File: config.mk
export PLATFORM = sky130hd
export DESIGN_NAME = usart_sync
export DESIGN_NICKNAME = d
export VERILOG_FILES = /design/src/hw/usart_sync_pkg.sv /design/src/hw/usart_sync.sv
export VERILOG_INCLUDE_DIRS = /design/src /design/src/hw
export SDC_FILE = /design/constraint.sdc
export NUM_CORES = 1
export LEC_CHECK = 0
export BUFFER_PORTS_ARGS = -buffer_cell sky130_fd_sc_hd__buf_2
export CAP_MARGIN = 15
export CORE_MARGIN = 3
export CORE_UTILIZATION = 45
export CTS_BUF_LIST = sky130_fd_sc_hd__clkbuf_8
export DETAILED_ROUTE_END_ITERATION = 10
export HOLD_SLACK_MARGIN = 0.05
export PLACE_DENSITY = 0.73
export SETUP_SLACK_MARGIN = 0.4
export SYNTH_ARGS = -nofsm -noshare
export SYNTH_HDL_FRONTEND = slang
export SYNTH_SLANG_ARGS = --single-unit
File: constraint.sdc
create_clock -name mclk -period 2.6 [get_ports mclk]
set_input_delay 0.13 -clock mclk [delete_from_list [all_inputs] [get_ports mclk]]
set_output_delay 0.13 -clock mclk [all_outputs]
set_load 0.03 [all_outputs]
File: src/hw/usart_sync_consts.svh
// register offsets, field positions and reset values of the serial port
`ifndef USART_SYNC_CONSTS_SVH
`define USART_SYNC_CONSTS_SVH

// ----------------------------------------------------------------
// register offsets
// ----------------------------------------------------------------
`define ADDR_FLAGS 3'h0
`define ADDR_ENABLES 3'h1
`define ADDR_PRIORITIES 3'h2
`define ADDR_RX_STATUS 3'h3
`define ADDR_TX_HOLD 3'h4
`define ADDR_TX_STATUS 3'h5
`define ADDR_BAUD 3'h6
`define ADDR_RX_BUF 3'h7

// ----------------------------------------------------------------
// field positions
// ----------------------------------------------------------------
`define FLAG_RX_BIT 5
`define FLAG_TX_BIT 4
`define RXS_PORT_EN_BIT 7
`define RXS_NINE_BIT 6
`define RXS_SINGLE_BIT 5
`define RXS_CONT_BIT 4
`define RXS_ADDR_DET_BIT 3
`define RXS_FRAMING_BIT 2
`define RXS_OVERRUN_BIT 1
`define RXS_NINTH_BIT 0
`define TXS_CLK_SRC_BIT 7
`define TXS_NINE_BIT 6
`define TXS_ENABLE_BIT 5
`define TXS_SYNC_BIT 4
`define TXS_HIGH_BAUD_BIT 2
`define TXS_SHIFT_EMPTY_BIT 1
`define TXS_NINTH_BIT 0

// ----------------------------------------------------------------
// word lengths and reset values
// ----------------------------------------------------------------
`define BITS_EIGHT 4'h8
`define BITS_NINE 4'h9
`define RESET_BYTE 8'h00
`define RESET_TX_STATUS 8'h02

`endif

File: src/hw/usart_sync_pkg.sv
// types of the synchronous serial port
package usart_sync_pkg;

    // ------------------------------------------------------------
    // complete state of the port
    // ------------------------------------------------------------
    typedef struct packed {
        logic ckSync1;
        logic ckSync2;
        logic ckPrev;
        logic dtSync1;
        logic dtSync2;
        logic txBufEmptyFlag;
        logic rxCompleteFlag;
        logic [7:0] enables;
        logic [7:0] priorities;
        logic serialPortEnable;
        logic rxNineBitEnable;
        logic singleRxEnable;
        logic contRxEnable;
        logic addressDetectEnable;
        logic overrunError;
        logic rxNinthBit;
        logic clockSourceSelect;
        logic txNineBitEnable;
        logic txEnable;
        logic syncMode;
        logic highBaudSelect;
        logic shiftEmpty;
        logic txNinthBit;
        logic [7:0] txHold;
        logic txFull;
        logic [7:0] baudDivisor;
        logic [7:0] rxBuffer;
        logic [8:0] txShift;
        logic [3:0] txCnt;
        logic [8:0] rxShift;
        logic [3:0] rxCnt;
        logic [7:0] baudCnt;
        logic ckOut;
        logic ckOe;
        logic dtOut;
        logic dtOe;
        logic [7:0] rdData;
        logic txIrq;
        logic rxIrq;
    } port_state_t;

endpackage

File: src/hw/usart_sync.sv
// synchronous half-duplex serial transceiver, master and slave
//
// What this block does
// - load the shift register only after the last bit has gone out
// - a load takes one cycle, then buffer is empty and its flag sets
// - empty flag sets regardless of enable; only a buffer write clears it
// - shift-empty status is read-only and reads 1 while shifter is empty
// - the transmit shift register has no address; software cannot reach it
// - reception starts when continuous receive enable is set, or single receive enable in master mode
// - the data line is sampled on each falling shift clock edge
// - single receive takes exactly one word and then stops
// - continuous receive goes on until software clears its enable or an overrun error halts it
// - with both receive enables set, continuous reception applies
// - a full word sets the receive flag; interrupt only when enabled
// - clearing the continuous enable clears the error state
// - in slave mode the peer clocks the link; clock pin is not driven
// - clock source bit clear selects slave mode
// - sync bit plus port enable turn the pins into clock and data
// - half duplex: transmit blocks receive and receive blocks transmit
// - clock source bit set: the block drives the shift clock
`timescale 1ns/1ps
`default_nettype none
`include "usart_sync_consts.svh"

module usart_sync (
    input wire logic mclk,
    input wire logic reset_n,
    input wire logic ce,
    input wire logic [2:0] addr,
    input wire logic [7:0] wrData,
    input wire logic wrStrobe,
    input wire logic rdStrobe,
    output logic [7:0] rdData,
    input wire logic ckIn,
    output logic ckOut,
    output logic ckOe,
    input wire logic dtIn,
    output logic dtOut,
    output logic dtOe,
    output logic txIrq,
    output logic rxIrq
);

    usart_sync_pkg::port_state_t s_q;
    usart_sync_pkg::port_state_t s_d;

    // ------------------------------------------------------------
    // next state
    // ------------------------------------------------------------
    always_comb
    begin
        logic portOn;
        logic master;
        logic rxEnabled;
        logic rxRun;
        logic linkBusy;
        logic tick;
        logic riseEv;
        logic fallEv;
        logic txWrite;
        logic rxRead;
        logic lastTxFall;
        logic loadNow;
        logic [3:0] txBits;
        logic [3:0] rxBits;
        logic [8:0] rxNext;
        logic [7:0] rv;
        logic rxDone;
        portOn = 1'b0;
        master = 1'b0;
        rxEnabled = 1'b0;
        rxRun = 1'b0;
        linkBusy = 1'b0;
        tick = 1'b0;
        riseEv = 1'b0;
        fallEv = 1'b0;
        txWrite = 1'b0;
        rxRead = 1'b0;
        lastTxFall = 1'b0;
        loadNow = 1'b0;
        txBits = `BITS_EIGHT;
        rxBits = `BITS_EIGHT;
        rxNext = 9'h000;
        rv = `RESET_BYTE;
        rxDone = 1'b0;
        s_d = s_q;

        // pin synchronisers
        s_d.ckSync1 = ckIn;
        s_d.ckSync2 = s_q.ckSync1;
        s_d.ckPrev = s_q.ckSync2;
        s_d.dtSync1 = dtIn;
        s_d.dtSync2 = s_q.dtSync1;

        portOn = s_q.serialPortEnable & s_q.syncMode;
        master = s_q.clockSourceSelect;
        rxEnabled = portOn & (s_q.contRxEnable
            | (s_q.singleRxEnable & master));
        rxRun = rxEnabled & s_q.shiftEmpty & ~s_q.overrunError;
        linkBusy = ~s_q.shiftEmpty | rxRun;
        txBits = s_q.txNineBitEnable ? `BITS_NINE : `BITS_EIGHT;
        rxBits = s_q.rxNineBitEnable ? `BITS_NINE : `BITS_EIGHT;
        txWrite = wrStrobe & (addr == `ADDR_TX_HOLD);
        rxRead = rdStrobe & (addr == `ADDR_RX_BUF);

        // --------------------------------------------------------
        // shift clock
        // --------------------------------------------------------
        tick = (s_q.baudCnt == s_q.baudDivisor);
        if (portOn & master)
        begin
            if (linkBusy | s_q.ckOut)
            begin
                if (tick)
                begin
                    s_d.baudCnt = 8'h00;
                    s_d.ckOut = ~s_q.ckOut;
                    riseEv = ~s_q.ckOut;
                    fallEv = s_q.ckOut;
                end
                else
                begin
                    s_d.baudCnt = s_q.baudCnt + 8'h01;
                end
            end
            else
            begin
                s_d.baudCnt = 8'h00;
            end
        end
        else
        begin
            s_d.baudCnt = 8'h00;
            s_d.ckOut = 1'b0;
            if (portOn)
            begin
                riseEv = s_q.ckSync2 & ~s_q.ckPrev;
                fallEv = ~s_q.ckSync2 & s_q.ckPrev;
            end
        end
        s_d.ckOe = portOn & master;

        // --------------------------------------------------------
        // transmit shifter
        // --------------------------------------------------------
        if (~portOn | ~s_q.txEnable)
        begin
            s_d.shiftEmpty = 1'b1;
            s_d.txCnt = 4'h0;
            s_d.dtOe = 1'b0;
        end
        else if (~s_q.shiftEmpty)
        begin
            if (fallEv)
            begin
                s_d.txShift = {1'b0, s_q.txShift[8:1]};
                s_d.txCnt = s_q.txCnt + 4'h1;
                if (s_q.txCnt == txBits - 4'h1)
                begin
                    lastTxFall = 1'b1;
                    s_d.shiftEmpty = 1'b1;
                    s_d.txCnt = 4'h0;
                    s_d.dtOe = 1'b0;
                end
            end
            else if (riseEv)
            begin
                s_d.dtOut = s_q.txShift[0];
            end
        end

        loadNow = portOn & s_q.txEnable & s_q.txFull & ~rxEnabled
            & ~txWrite & (s_q.shiftEmpty | lastTxFall);
        if (loadNow)
        begin
            s_d.txShift = {s_q.txNinthBit, s_q.txHold};
            s_d.txFull = 1'b0;
            s_d.txBufEmptyFlag = 1'b1;
            s_d.shiftEmpty = 1'b0;
            s_d.txCnt = 4'h0;
            s_d.dtOut = s_q.txHold[0];
            s_d.dtOe = 1'b1;
        end

        // --------------------------------------------------------
        // receive shifter
        // --------------------------------------------------------
        if (~rxRun)
        begin
            s_d.rxCnt = 4'h0;
        end
        else if (fallEv)
        begin
            rxNext = {s_q.dtSync2, s_q.rxShift[8:1]};
            s_d.rxShift = rxNext;
            s_d.rxCnt = s_q.rxCnt + 4'h1;
            if (s_q.rxCnt == rxBits - 4'h1)
            begin
                s_d.rxCnt = 4'h0;
                rxDone = 1'b1;
                if (s_q.rxCompleteFlag & ~rxRead)
                begin
                    s_d.overrunError = 1'b1;
                end
                else
                begin
                    s_d.rxBuffer = s_q.rxNineBitEnable
                        ? rxNext[7:0] : rxNext[8:1];
                    s_d.rxNinthBit = s_q.rxNineBitEnable & rxNext[8];
                end
                s_d.rxCompleteFlag = ~s_q.overrunError
                    | s_q.rxCompleteFlag;
                if (~s_q.contRxEnable)
                begin
                    s_d.singleRxEnable = 1'b0;
                end
            end
        end

        // --------------------------------------------------------
        // register writes
        // --------------------------------------------------------
        if (wrStrobe)
        begin
            unique case (addr)
                `ADDR_FLAGS:
                begin
                    s_d.txBufEmptyFlag = s_d.txBufEmptyFlag;
                end
                `ADDR_ENABLES:
                begin
                    s_d.enables = wrData;
                end
                `ADDR_PRIORITIES:
                begin
                    s_d.priorities = wrData;
                end
                `ADDR_RX_STATUS:
                begin
                    s_d.serialPortEnable = wrData[`RXS_PORT_EN_BIT];
                    s_d.rxNineBitEnable = wrData[`RXS_NINE_BIT];
                    s_d.singleRxEnable = wrData[`RXS_SINGLE_BIT];
                    s_d.contRxEnable = wrData[`RXS_CONT_BIT];
                    s_d.addressDetectEnable = wrData[`RXS_ADDR_DET_BIT];
                    if (~wrData[`RXS_CONT_BIT])
                    begin
                        s_d.overrunError = 1'b0;
                    end
                end
                `ADDR_TX_HOLD:
                begin
                    s_d.txHold = wrData;
                    s_d.txFull = 1'b1;
                    s_d.txBufEmptyFlag = 1'b0;
                end
                `ADDR_TX_STATUS:
                begin
                    s_d.clockSourceSelect = wrData[`TXS_CLK_SRC_BIT];
                    s_d.txNineBitEnable = wrData[`TXS_NINE_BIT];
                    s_d.txEnable = wrData[`TXS_ENABLE_BIT];
                    s_d.syncMode = wrData[`TXS_SYNC_BIT];
                    s_d.highBaudSelect = wrData[`TXS_HIGH_BAUD_BIT];
                    s_d.txNinthBit = wrData[`TXS_NINTH_BIT];
                    if (wrData[`TXS_ENABLE_BIT] & ~s_q.txEnable
                        & ~s_q.txFull)
                    begin
                        s_d.txBufEmptyFlag = 1'b1;
                    end
                end
                `ADDR_BAUD:
                begin
                    s_d.baudDivisor = wrData;
                end
                `ADDR_RX_BUF:
                begin
                    s_d.rxBuffer = s_q.rxBuffer;
                end
            endcase
        end

        // --------------------------------------------------------
        // register reads
        // --------------------------------------------------------
        unique case (addr)
            `ADDR_FLAGS:
            begin
                rv[`FLAG_RX_BIT] = s_q.rxCompleteFlag;
                rv[`FLAG_TX_BIT] = s_q.txBufEmptyFlag;
            end
            `ADDR_ENABLES:
            begin
                rv = s_q.enables;
            end
            `ADDR_PRIORITIES:
            begin
                rv = s_q.priorities;
            end
            `ADDR_RX_STATUS:
            begin
                rv[`RXS_PORT_EN_BIT] = s_q.serialPortEnable;
                rv[`RXS_NINE_BIT] = s_q.rxNineBitEnable;
                rv[`RXS_SINGLE_BIT] = s_q.singleRxEnable;
                rv[`RXS_CONT_BIT] = s_q.contRxEnable;
                rv[`RXS_ADDR_DET_BIT] = s_q.addressDetectEnable;
                rv[`RXS_FRAMING_BIT] = 1'b0;
                rv[`RXS_OVERRUN_BIT] = s_q.overrunError;
                rv[`RXS_NINTH_BIT] = s_q.rxNinthBit;
            end
            `ADDR_TX_HOLD:
            begin
                rv = s_q.txHold;
            end
            `ADDR_TX_STATUS:
            begin
                rv[`TXS_CLK_SRC_BIT] = s_q.clockSourceSelect;
                rv[`TXS_NINE_BIT] = s_q.txNineBitEnable;
                rv[`TXS_ENABLE_BIT] = s_q.txEnable;
                rv[`TXS_SYNC_BIT] = s_q.syncMode;
                rv[`TXS_HIGH_BAUD_BIT] = s_q.highBaudSelect;
                rv[`TXS_SHIFT_EMPTY_BIT] = s_q.shiftEmpty;
                rv[`TXS_NINTH_BIT] = s_q.txNinthBit;
            end
            `ADDR_BAUD:
            begin
                rv = s_q.baudDivisor;
            end
            `ADDR_RX_BUF:
            begin
                rv = s_q.rxBuffer;
            end
        endcase
        s_d.rdData = rdStrobe ? rv : `RESET_BYTE;
        // reading the buffer frees it unless a word lands now
        if (rxRead & ~rxDone)
        begin
            s_d.rxCompleteFlag = 1'b0;
        end

        s_d.txIrq = s_d.txBufEmptyFlag & s_d.enables[`FLAG_TX_BIT];
        s_d.rxIrq = s_d.rxCompleteFlag & s_d.enables[`FLAG_RX_BIT];
    end

    // ------------------------------------------------------------
    // state register
    // ------------------------------------------------------------
    always_ff @(posedge mclk)
    begin
        if (!reset_n)
        begin
            s_q <= '0;
            s_q.shiftEmpty <= 1'b1;
        end
        else if (ce)
        begin
            s_q <= s_d;
        end
    end

    assign rdData = s_q.rdData;
    assign ckOut = s_q.ckOut;
    assign ckOe = s_q.ckOe;
    assign dtOut = s_q.dtOut;
    assign dtOe = s_q.dtOe;
    assign txIrq = s_q.txIrq;
    assign rxIrq = s_q.rxIrq;

endmodule // usart_sync

`default_nettype wire

==> results of run 1 <==
[power breakdown]
group	internal (mW)	leakage (nW)	switching, mW	total (mW)
clock network	0.500	0.107	0.582	1.08
registers	1.68	0.883	0.0154	1.70
logic	0.0740	1.33	0.144	0.218
total	2.26	2.32	0.741	3.00
[timing repair]
action                                  in CTS  in global routing
hold buffers                                 3                  0
endpoints found under the hold margin        3                  0
endpoints found under the setup margin      12                 21
pin swaps                                    1                  4
setup buffers                                1                  5
gates resized for setup                      1                  9
[area by class of cell]
type	instances	share of cell area, %
Inverter	8	0.4986
Clock inverter	5	0.9765
Tap cell	143	2.971
Multi-Input combinational cell	430	49.74
Sequential cell	109	36.36
Timing Repair Buffer	60	6.940
Clock buffer	11	2.514
[critical path: stages (launching register included)]
cell       delay (ns)
dfxtp_1          0.45
xnor2_1          0.14
nand4_1          0.24
buf_4            0.23
nor4b_1          0.44
o211a_1          0.28
a2bb2oi_1        0.16
a21oi_1          0.08
[cells by family after synthesis]
kind of cell | count (synthesis)
AND/OR/NAND/NOR | 205
AO/OA/AOI/OAI | 112
flip-flops | 109
multiplexers | 95
buffers and inverters | 53
XOR/XNOR | 15
adder cells (fa/ha/maj) | 3
[flip-flops by register name, summed over array words and instances, names as in the netlist]
name    cells
s_q        92
rdData      8
s_d         3
ckOe        1
ckOut       1
dtOe        1
dtOut       1
rxIrq       1
txIrq       1
[per-layer routing]
metal / vias up / wire length, um / GRT usage [%]
met5: - / 0 / 0
met4: 0 / 328 / 7.502
met3: 35 / 939 / 3.603
met2: 185 / 6475 / 33.53
met1: 2222 / 6166 / 29.42
li1: 2153 / - / -
[through the flow]
stage,hold slack [ns],instance area (um^2),util (%)
6_report,0.07130,6022,52.07
5_1_grt,0.06918,6022,52.07
4_1_cts,0.06016,5944,51.40
3_5_place_dp,0.3780,5675,49.08
3_3_place_gp,0.3615,5675,49.08
2_1_floorplan,0.2739,5410,-
[layout by cell type, fill, tap and decap left out, drive strengths merged, types with 3 or more instances in the layout]
master         n
nor3           4
buf           57
nor2b          5
a31oi          4
a211oi        13
nand2         30
or3            6
a21boi         4
nor3b          4
o21a           5
xnor2         10
a2bb2oi        3
inv           10
a22oi          4
o2bb2ai        3
nor2          98
a21o           5
and3           5
dlygate4sd3    3
clkbuf        11
o21ai         14
nand2b         3
a221oi         3
dfxtp        109
ha             3
nor4b          3
mux2i         78
nand3         20
nand4         11
xor2           5
and2           6
mux2          15
a21oi         36
[final timing paths]
| path | to | slack [ns] | cells past startpoint |
|---|---|---|---|
| setup / recovery | dtOut$_SDFFE_PN0P_ | 0.49 | 7 |
| setup reg to reg | dtOut$_SDFFE_PN0P_ | 0.49 | 7 |
| hold / removal | s_q[88]$_SDFFE_PN0P_ | 0.07 | 3 |
| hold reg to reg | rdData[4]$_SDFFE_PN0P_ | 0.47 | 2 |
==> flow_metrics.env, run 1 <==
export IMPL_drtIter0Drc=539
export IMPL_muxShareOfSynthArea_pct=18.39
export IMPL_grt_max_degree=85
export IMPL_cts_made_buffers=9
export IMPL_seq_area_um2=2190
export IMPL_dieHeight_um=115.6
export IMPL_ys_async_sr_fraction_pct=0
export IMPL_grt_pass1_wl_um=22260
export IMPL_start_util_pct=46.78
export IMPL_finalCritPeriodShare_pct=81.23
export IMPL_htreeDepth=3
export IMPL_synth_common_cells="dfxtp_1, nor2_1, mux2i_1, a21oi_1, nand2_1"
export IMPL_r2r_start="s_q[16]$_SDFFE_PN0P_"
export IMPL_cp_data_arrival_time_ns=2.39
export IMPL_port_buffers=31
export IMPL_coreArea_um2=11560
export IMPL_ys_seq_area_share_pct=40.33
export IMPL_tritoncts="yes"
export IMPL_status="finished, final reports clean"
export IMPL_yosysMostFrequentCell="dfxtp_1"
export IMPL_finalMaxSlewViolations=0
export IMPL_first_global_vias=4218
export IMPL_leakage_nw=2.319
export IMPL_dp_cells=741
export IMPL_yosysTopAreaCell="dfxtp_1"
export IMPL_place_gp_congestion=0.9279
export IMPL_skew_ns=0.01415
export IMPL_synth_avg_cell_area_um2=9.139
export IMPL_track_usage_pct=21.22
export IMPL_area_growth_pct=11.31
export IMPL_wire_per_inst_um=18.16
export IMPL_min_delay_path_class="input port to flip-flop"
export IMPL_drive_above_1_share_pct=18.62
export IMPL_synth_top_family_by_area="multiplexers"
export IMPL_relSlewSlack_pct=48.22
export IMPL_crit_path_max_fanout=5
export IMPL_fmax_mhz=473.5
export IMPL_synth_area_top_cells="dfxtp_1, mux2i_1, nor2_1"
export IMPL_tns_ns=0
export IMPL_diodes=0
export IMPL_rows=39
export IMPL_cp_start_kind="flip-flop"
export IMPL_synthCells=592
export IMPL_dpl_hpwl_um=9714
export IMPL_antenna_found_initial=0
export IMPL_synth_warnings=0
export IMPL_clockRootBuffer="clkbuf_8"
export IMPL_end_kind="flip-flop"
export IMPL_synth_area_um2=5410
export IMPL_worstPathRequired_ns=2.87
export IMPL_synth_seq_cells=109
export IMPL_clockBufferDepth=2
export IMPL_synth_edf_count=0
export IMPL_multi_input_area_um2=2995
export IMPL_first_pass_iters=5
export IMPL_crit_type="flip-flop to flip-flop"
export IMPL_synthFlopType="dfxtp_1"
export IMPL_p_per_area_nw_per_um2=498.3
export IMPL_p_total_mw=3.001
export IMPL_yosys_area_share_adder_pct=0.6938
export IMPL_synth_top_area_share_pct=40.33
export IMPL_via_count=4595
export IMPL_synth_compound_area_share_pct=14.94
export IMPL_postLayoutSetupSlackWorst_ns=0.4879
export IMPL_drc=0
export IMPL_fp_dieArea_um2=13370
export IMPL_ant_nets=0
export IMPL_synth_cell_type_count=68
export IMPL_cts_sinks=109
export IMPL_dpl_worst_slack_ns=0.3646
export IMPL_max_vdd_ir_drop_mv=0.2567
export IMPL_synth_simple_area_share_pct=18.39
export IMPL_die_w_um=115.6
export IMPL_layoutNonFillerInstCount=766
export IMPL_min_from="wrData[1]"
export IMPL_synth_xor_area_share_pct=2.428
export IMPL_period_needed_ns=2.112
export IMPL_cp_startpoint="s_q[16]$_SDFFE_PN0P_"
export IMPL_drv_cap=0
export IMPL_grt_overflow_total=0
export IMPL_clk_latency_ns=0.38
export IMPL_synthesis_nets=613
export IMPL_setup_viol=0
export IMPL_routed_wl_um=13910
export IMPL_rsz0062_at_grt="no"
export IMPL_tightest_slew_ns=0.7759
export IMPL_io_pins=32
export IMPL_hold_viol_final=0
export IMPL_path_clk_slew_ns=0.10
export IMPL_fin_nets=639
export IMPL_fillerInstances=1027
export IMPL_viasPerCell=5.999
Power figures use the tool's default switching activity.
==> inputs of run 2 (changes only) <==
- ABC_AREA: unset -> 1
- clock period: 2.6 -> 2.2 ns (I/O delays scaled with it)
==> run 2 against run 1 <==
First-iteration DRC count down 25%. Power up 20%. Wire length up 6.0%. Non-clock buffer count up 8. Combinational power up 30%. Worst setup slack worse by 0.13 ns. Sequential share of layout area up 0.22 points. Clock skew up 0.0012 ns. Critical endpoint is now s_q[19]$_SDFFE_PN0P_. Largest power group unchanged.
==> flow_metrics.env, run 2 <==
export IMPL_status="finished, final reports clean"
export IMPL_worst_path_most_repeated_cell="nand2_1"
export IMPL_postLayoutSetupSlackWorst_ns=0.3594
export IMPL_synth_area_um2=5171
export IMPL_max_vdd_ir_drop_mv=0.4252
export IMPL_wire_per_inst_um=15.98
export IMPL_dpl_hpwl_um=10440
export IMPL_r2r_start="s_q[79]$_SDFFE_PN0P_"
export IMPL_ys_seq_area_share_pct=42.20
export IMPL_synth_edf_count=0
export IMPL_p_switching_mw=0.9603
export IMPL_largest_reg_flops=92
export IMPL_fin_nets=799
export IMPL_synth_area_top_cells="dfxtp_1, nand2_1, o21ai_0"
export IMPL_tightest_slew_ns=0.5110
export IMPL_p_seq_share_pct=56.3
export IMPL_synth_cell_type_count=47
export IMPL_ant_nets=0
export IMPL_drc=0
export IMPL_largest_register="s_q"
export IMPL_ys_async_sr_fraction_pct=0
export IMPL_final_cell_mix="nand2_1, dfxtp_1, nor2_1"
export IMPL_crit_type="flip-flop to flip-flop"
export IMPL_coreArea_um2=11030
export IMPL_synth_xor_area_share_pct=1.355
export IMPL_rows=38
export IMPL_drtIter0Drc=405
export IMPL_dieHeight_um=113.2
export IMPL_first_pass_iters=5
export IMPL_setup_viol=0
export IMPL_viasPerCell=5.508
export IMPL_tns_ns=0
export IMPL_grt_pass1_wl_um=24030
export IMPL_utilization_pct=54.67
export IMPL_routed_wl_um=14750
export IMPL_r2r_slack_ns=0.36
export IMPL_grt_overflow_total=0
export IMPL_leakage_nw=2.651
export IMPL_r2r_end="s_q[19]$_SDFFE_PN0P_"
export IMPL_htreeDepth=3
export IMPL_power_combinational_fraction_pct=7.9
export IMPL_rsz0062_at_grt="yes"
export IMPL_period_needed_ns=1.841
export IMPL_cp_data_arrival_time_ns=2.12
export IMPL_synth_common_cells="nand2_1, dfxtp_1, nor2_1, inv_1, o21ai_0"
export IMPL_synth_compound_area_share_pct=21.70
export IMPL_drive_above_1_share_pct=18.65
export IMPL_dpl_worst_slack_ns=0.2464
export IMPL_yosysMostFrequentCell="nand2_1"
export IMPL_intPower_mw=2.630
export IMPL_path_buf_inv=2
export IMPL_synth_seq_cells=109
export IMPL_grt_max_degree=41
export IMPL_p_per_area_nw_per_um2=595.4
export IMPL_crit_path_max_fanout=5
export IMPL_fmax_mhz=543.3
export IMPL_crit_chain="inv_2, o21ai_2, nand2_1, nor2_2, nand2_2, nand2_1, o21bai_1, inv_1, o21ai_1, nor3b_1"
export IMPL_finalCritPeriodShare_pct=83.66
export IMPL_via_count=5084
export IMPL_fillerInstances=1059
export IMPL_port_buffers=31
export IMPL_diodes=0
export IMPL_tritoncts="yes"
export IMPL_area_growth_pct=16.62
export IMPL_place_gp_congestion=0.9164
export IMPL_end_kind="flip-flop"
export IMPL_cts_made_buffers=9
export IMPL_holdPathEnd="s_q[91]$_SDFFE_PN0P_"
export IMPL_max_stage_delay_ns=0.34
export IMPL_synth_top_family_by_area="simple AND/OR/NAND/NOR gates"
export IMPL_hold_viol_final=0
export IMPL_synthFlopType="dfxtp_1"
export IMPL_drv_cap=0
export IMPL_reg2regPathDepth=10
export IMPL_skew_ns=0.01538
export IMPL_worstPathRequired_ns=2.48
export IMPL_antenna_found_initial=0
export IMPL_yosysTopAreaCell="dfxtp_1"
export IMPL_crit_slowest_cell="dfxtp_2"
export IMPL_dp_cells=879
export IMPL_synth_avg_cell_area_um2=7.094
export IMPL_first_global_vias=4861
export IMPL_min_delay_path_class="input port to flip-flop"
export IMPL_relSlewSlack_pct=65.72
export IMPL_clk_latency_ns=0.40
export IMPL_clockRootBuffer="clkbuf_8"
export IMPL_final_common_cell="nand2_1"
export IMPL_track_usage_pct=23.41
export IMPL_finalMaxSlewViolations=0
export IMPL_critical_path_top_delay_family="compound AO/OA/AOI/OAI gates"
export IMPL_layoutNonFillerInstCount=923
export IMPL_fp_dieArea_um2=12810
export IMPL_hold_path_depth=3
export IMPL_io_pins=32
export IMPL_synth_simple_area_share_pct=24.12
export IMPL_cts_sinks=109
export IMPL_path_clk_slew_ns=0.11
export IMPL_clockBufferDepth=2
export IMPL_cp_start_kind="flip-flop"
export IMPL_synth_warnings=0
export IMPL_muxShareOfSynthArea_pct=0
export IMPL_holdWs_ns=0.07427
export IMPL_synth_top_area_share_pct=42.20
export IMPL_yosys_area_share_adder_pct=0.7259
export IMPL_min_from="wrData[4]"
export IMPL_start_util_pct=46.88
export IMPL_pwr_share_clk_pct=35.8
export IMPL_die_w_um=113.2
export IMPL_synthesis_nets=750
export IMPL_power_switching_share_pct=26.75
export IMPL_synthCells=729
export IMPL_cp_startpoint="s_q[79]$_SDFFE_PN0P_"
[run 2: kinds of logic after synthesis]
kind of cell | after synthesis
fa+ha+maj | 3
flops | 109
compound gates | 203
xor+xnor | 8
buf+inv | 125
simple gates | 281
[run 2: per-stage QoR]
stage          area, um^2  power (mW)
5_1_grt              6031       3.729
2_1_floorplan        5171       2.213
4_1_cts              5849       3.589
3_3_place_gp         5431       2.310
6_report             6031       3.591
3_5_place_dp         5431       2.316
[run 2: worst register-to-register path, cell delays in order, from the launching register on]
cell,delay (ns)
dfxtp_2,0.34
inv_2,0.10
o21ai_2,0.07
nand2_1,0.11
nor2_2,0.06
nand2_2,0.11
nand2_1,0.14
o21bai_1,0.24
inv_1,0.13
o21ai_1,0.33
nor3b_1,0.10
[run 2: what timing repair did]
item,in CTS,in global routing
endpoints found under the hold margin,12,0
hold buffers,8,0
setup buffers,9,10
gates resized for setup,15,35
cloned,0,1
setup endpoints to repair,28,50
pin swaps,2,17
[run 2: layer usage]
metal	vias to the layer above	global-route usage (%)	routed length [um]
li1	2493	-	-
met1	2393	31.68	6621
met2	167	37.05	6764
met3	31	4.385	954
met4	0	9.135	405
met5	-	0	0
[run 2: power groups by stage]
stage	combinational [mW]	clock (mW)	sequential [mW]
2_1_floorplan	0.149	0	2.06
3_3_place_gp	0.245	0	2.07
3_5_place_dp	0.249	0	2.07
4_1_cts	0.272	1.30	2.02
5_1_grt	0.311	1.39	2.03
6_report	0.283	1.29	2.02
[run 2: layout make-up]
type                            instances  area [um^2]  area share (%)
Multi-Input combinational cell        495         2601           43.13
Clock inverter                          7        78.83           1.307
Clock buffer                            9        123.9           2.054
Timing Repair inverter                  1        5.005         0.08299
Inverter                               94        362.8           6.017
Timing Repair Buffer                   68        478.0           7.925
Tap cell                              140        175.2           2.905
Sequential cell                       109         2206           36.58
[run 2: how the worst max path moves through the flow]
stage | end | slack (ns) | depth (start not counted)
floorplan | s_q[39]$_SDFFE_PN0P_ | 0.61 | 12
global placement | s_q[52]$_SDFFE_PN0P_ | 0.33 | 10
detailed placement | s_q[19]$_SDFFE_PN0P_ | 0.25 | 9
CTS | s_q[19]$_SDFFE_PN0P_ | 0.40 | 10
global route | s_q[19]$_SDFFE_PN0P_ | 0.23 | 10
finish | s_q[19]$_SDFFE_PN0P_ | 0.36 | 10
==> inputs of run 3 (changes only) <==
- ABC_AREA: 1 -> 0
- clock period: 2.2 -> 1.7 ns (I/O delays scaled with it)
==> run 3 against run 2 <==
The flow now finishes with violations (setup timing). Register-to-register slack worse by 0.59 ns. Worst setup slack worse by 0.59 ns. Power is 24% higher. Combinational power is 48% higher. Global-route usage is 0.94 points lower. Non-clock buffer count is 66 higher. Via count is 3.6% lower. Flip-flop and latch count stayed put. Clock skew is 0.0042 ns lower. Largest cell class unchanged. First-iteration DRC count is 19% higher. Critical endpoint is now s_q[80]$_SDFFE_PN0P_. Critical path type unchanged.
==> flow_metrics.env, run 3 (same netlist as run 1, synthesis figures left out) <==
export IMPL_status="complete, but fails checks"
export IMPL_violations="setup timing"
export IMPL_period_needed_ns=1.934
export IMPL_drv_cap=0
export IMPL_clk_latency_ns=0.38
export IMPL_die_w_um=115.6
export IMPL_crit_type="flip-flop to flip-flop"
export IMPL_crit_slowest_cell="or3b_4"
export IMPL_worstPathRequired_ns=1.96
export IMPL_io_pins=32
export IMPL_clockRootBuffer="clkbuf_8"
export IMPL_dpl_cell_area_um2=6281
export IMPL_end_kind="flip-flop"
export IMPL_holdWs_ns=0.06494
export IMPL_min_delay_path_class="input port to flip-flop"
export IMPL_dpl_worst_slack_ns=-0.2910
export IMPL_p_total_mw=4.457
export IMPL_finalMaxSlewViolations=0
export IMPL_r2r_start="s_q[79]$_SDFFE_PN0P_"
export IMPL_drtIter0Drc=481
export IMPL_skew_ns=0.01114
export IMPL_viasPerCell=5.844
export IMPL_fin_area_um2=7002
export IMPL_fp_dieArea_um2=13370
export IMPL_drc=0
export IMPL_rsz0062_at_grt="yes"
export IMPL_dieHeight_um=115.6
export IMPL_leakage_nw=2.761
export IMPL_grt_pass1_wl_um=23780
export IMPL_antenna_found_initial=0
export IMPL_relSlewSlack_pct=67.03
export IMPL_htreeDepth=3
export IMPL_via_count=4903
export IMPL_fmax_mhz=517.0
export IMPL_fin_nets=713
export IMPL_tightest_slew_ns=0.4821
export IMPL_postLayoutSetupSlackWorst_ns=-0.2342
export IMPL_setup_viol=51
export IMPL_path_clk_slew_ns=0.11
export IMPL_wire_per_inst_um=18.40
export IMPL_multi_input_area_um2=3346
export IMPL_area_growth_pct=29.42
export IMPL_place_gp_congestion=0.8836
export IMPL_start_util_pct=46.78
export IMPL_rows=39
export IMPL_largest_reg_flops=92
export IMPL_tns_ns=-7.657
export IMPL_dpl_hpwl_um=10500
export IMPL_clockBufferDepth=2
export IMPL_routed_wl_um=15440
export IMPL_largest_register="s_q"
export IMPL_grt_max_degree=88
export IMPL_min_from="wrData[7]"
export IMPL_seq_area_um2=2226
export IMPL_max_stage_delay_ns=0.41
export IMPL_cp_data_arrival_time_ns=2.19
export IMPL_port_buffers=31
export IMPL_hold_viol_final=0
export IMPL_diodes=0
export IMPL_crit_path_max_fanout=6
export IMPL_first_global_vias=4726
export IMPL_final_common_cell="nor2_1"
export IMPL_ant_nets=0
export IMPL_grt_overflow_total=0
export IMPL_coreArea_um2=11560
export IMPL_first_pass_iters=6
export IMPL_final_cell_mix="nor2_1, dfxtp_1, buf_4"
export IMPL_drive_above_1_share_pct=37.21
export IMPL_cts_sinks=109
export IMPL_max_vdd_ir_drop_mv=0.3866
export IMPL_crit_chain="or3b_4, a21oi_4, buf_4, nand4_1, o311ai_1, o41ai_1"
export IMPL_cp_startpoint="s_q[79]$_SDFFE_PN0P_"
export IMPL_finalCritPeriodShare_pct=113.8
export IMPL_cts_made_buffers=9
export IMPL_tritoncts="yes"
export IMPL_fillerInstances=931
export IMPL_p_per_area_nw_per_um2=636.6
export IMPL_track_usage_pct=22.47
export IMPL_cp_start_kind="flip-flop"
run 3: cell count changes in the layout (fill, tap and decap cells not counted), moves of 14 or more:
cell | previous run | this run
o21ai_1 | 20 | 6
nand3_1 | 34 | 17
inv_1 | 76 | 7
buf_4 | 27 | 78
buf_6 | 0 | 15
nand2_1 | 122 | 28
o21ai_0 | 72 | 5
mux2i_1 | 0 | 76
a21oi_1 | 71 | 20
run 3: cell type report:
cell class	count	share of cell area (%)
timing repair buffer	134	14.99
tap	143	2.555
multi-input combinational	430	47.78
inverter	8	0.4289
sequential	109	31.79
clock buffer	9	1.769
clock inverter	6	0.6791
run 3: report_power, final:
part	internal, mW	leakage, nW	switching [mW]
clock network	0.538	0.0796	0.912
logic	0.164	1.79	0.256
registers	2.57	0.892	0.0220
run 3: what timing repair did:
item                       in CTS  in global routing
resized for setup              56                 52
setup buffers                   5                  4
setup endpoints to repair      60                 67
pin swaps                      38                 39
hold buffers                    6                  0
hold endpoints to repair       13                  0
run 3: through the flow:
stage                     utilization, %  cells
final                              60.54    839
after global routing               60.54    839
after CTS                          58.51    835
after detailed placement           54.31    809
after global placement             54.31    809
after floorplan                        -    592
run 3: critical path, delay by kind of cell (launching register included):
kind	cells	cell delay [ns]
buffers and inverters	1	0.15
AND/OR/NAND/NOR	2	0.61
flip-flops	1	0.36
AO/OA/AOI/OAI	3	0.69
run 3: worst paths after layout:
path                             to  slack, ns  depth (start not counted)
max            s_q[80]$_SDFFE_PN0P_      -0.23                          6
min           s_q[102]$_SDFFE_PN0P_       0.06                          3
max reg2reg    s_q[80]$_SDFFE_PN0P_      -0.23                          6
min reg2reg  rdData[4]$_SDFFE_PN0P_       0.47                          2
run 3: layer usage:
metal,GRT usage (%),vias to the layer above,wire length [um]
met1,29.22,2358,6562
met5,0,-,0
met2,38.00,189,7461
li1,-,2310,-
met3,4.439,46,1029
met4,6.651,0,387
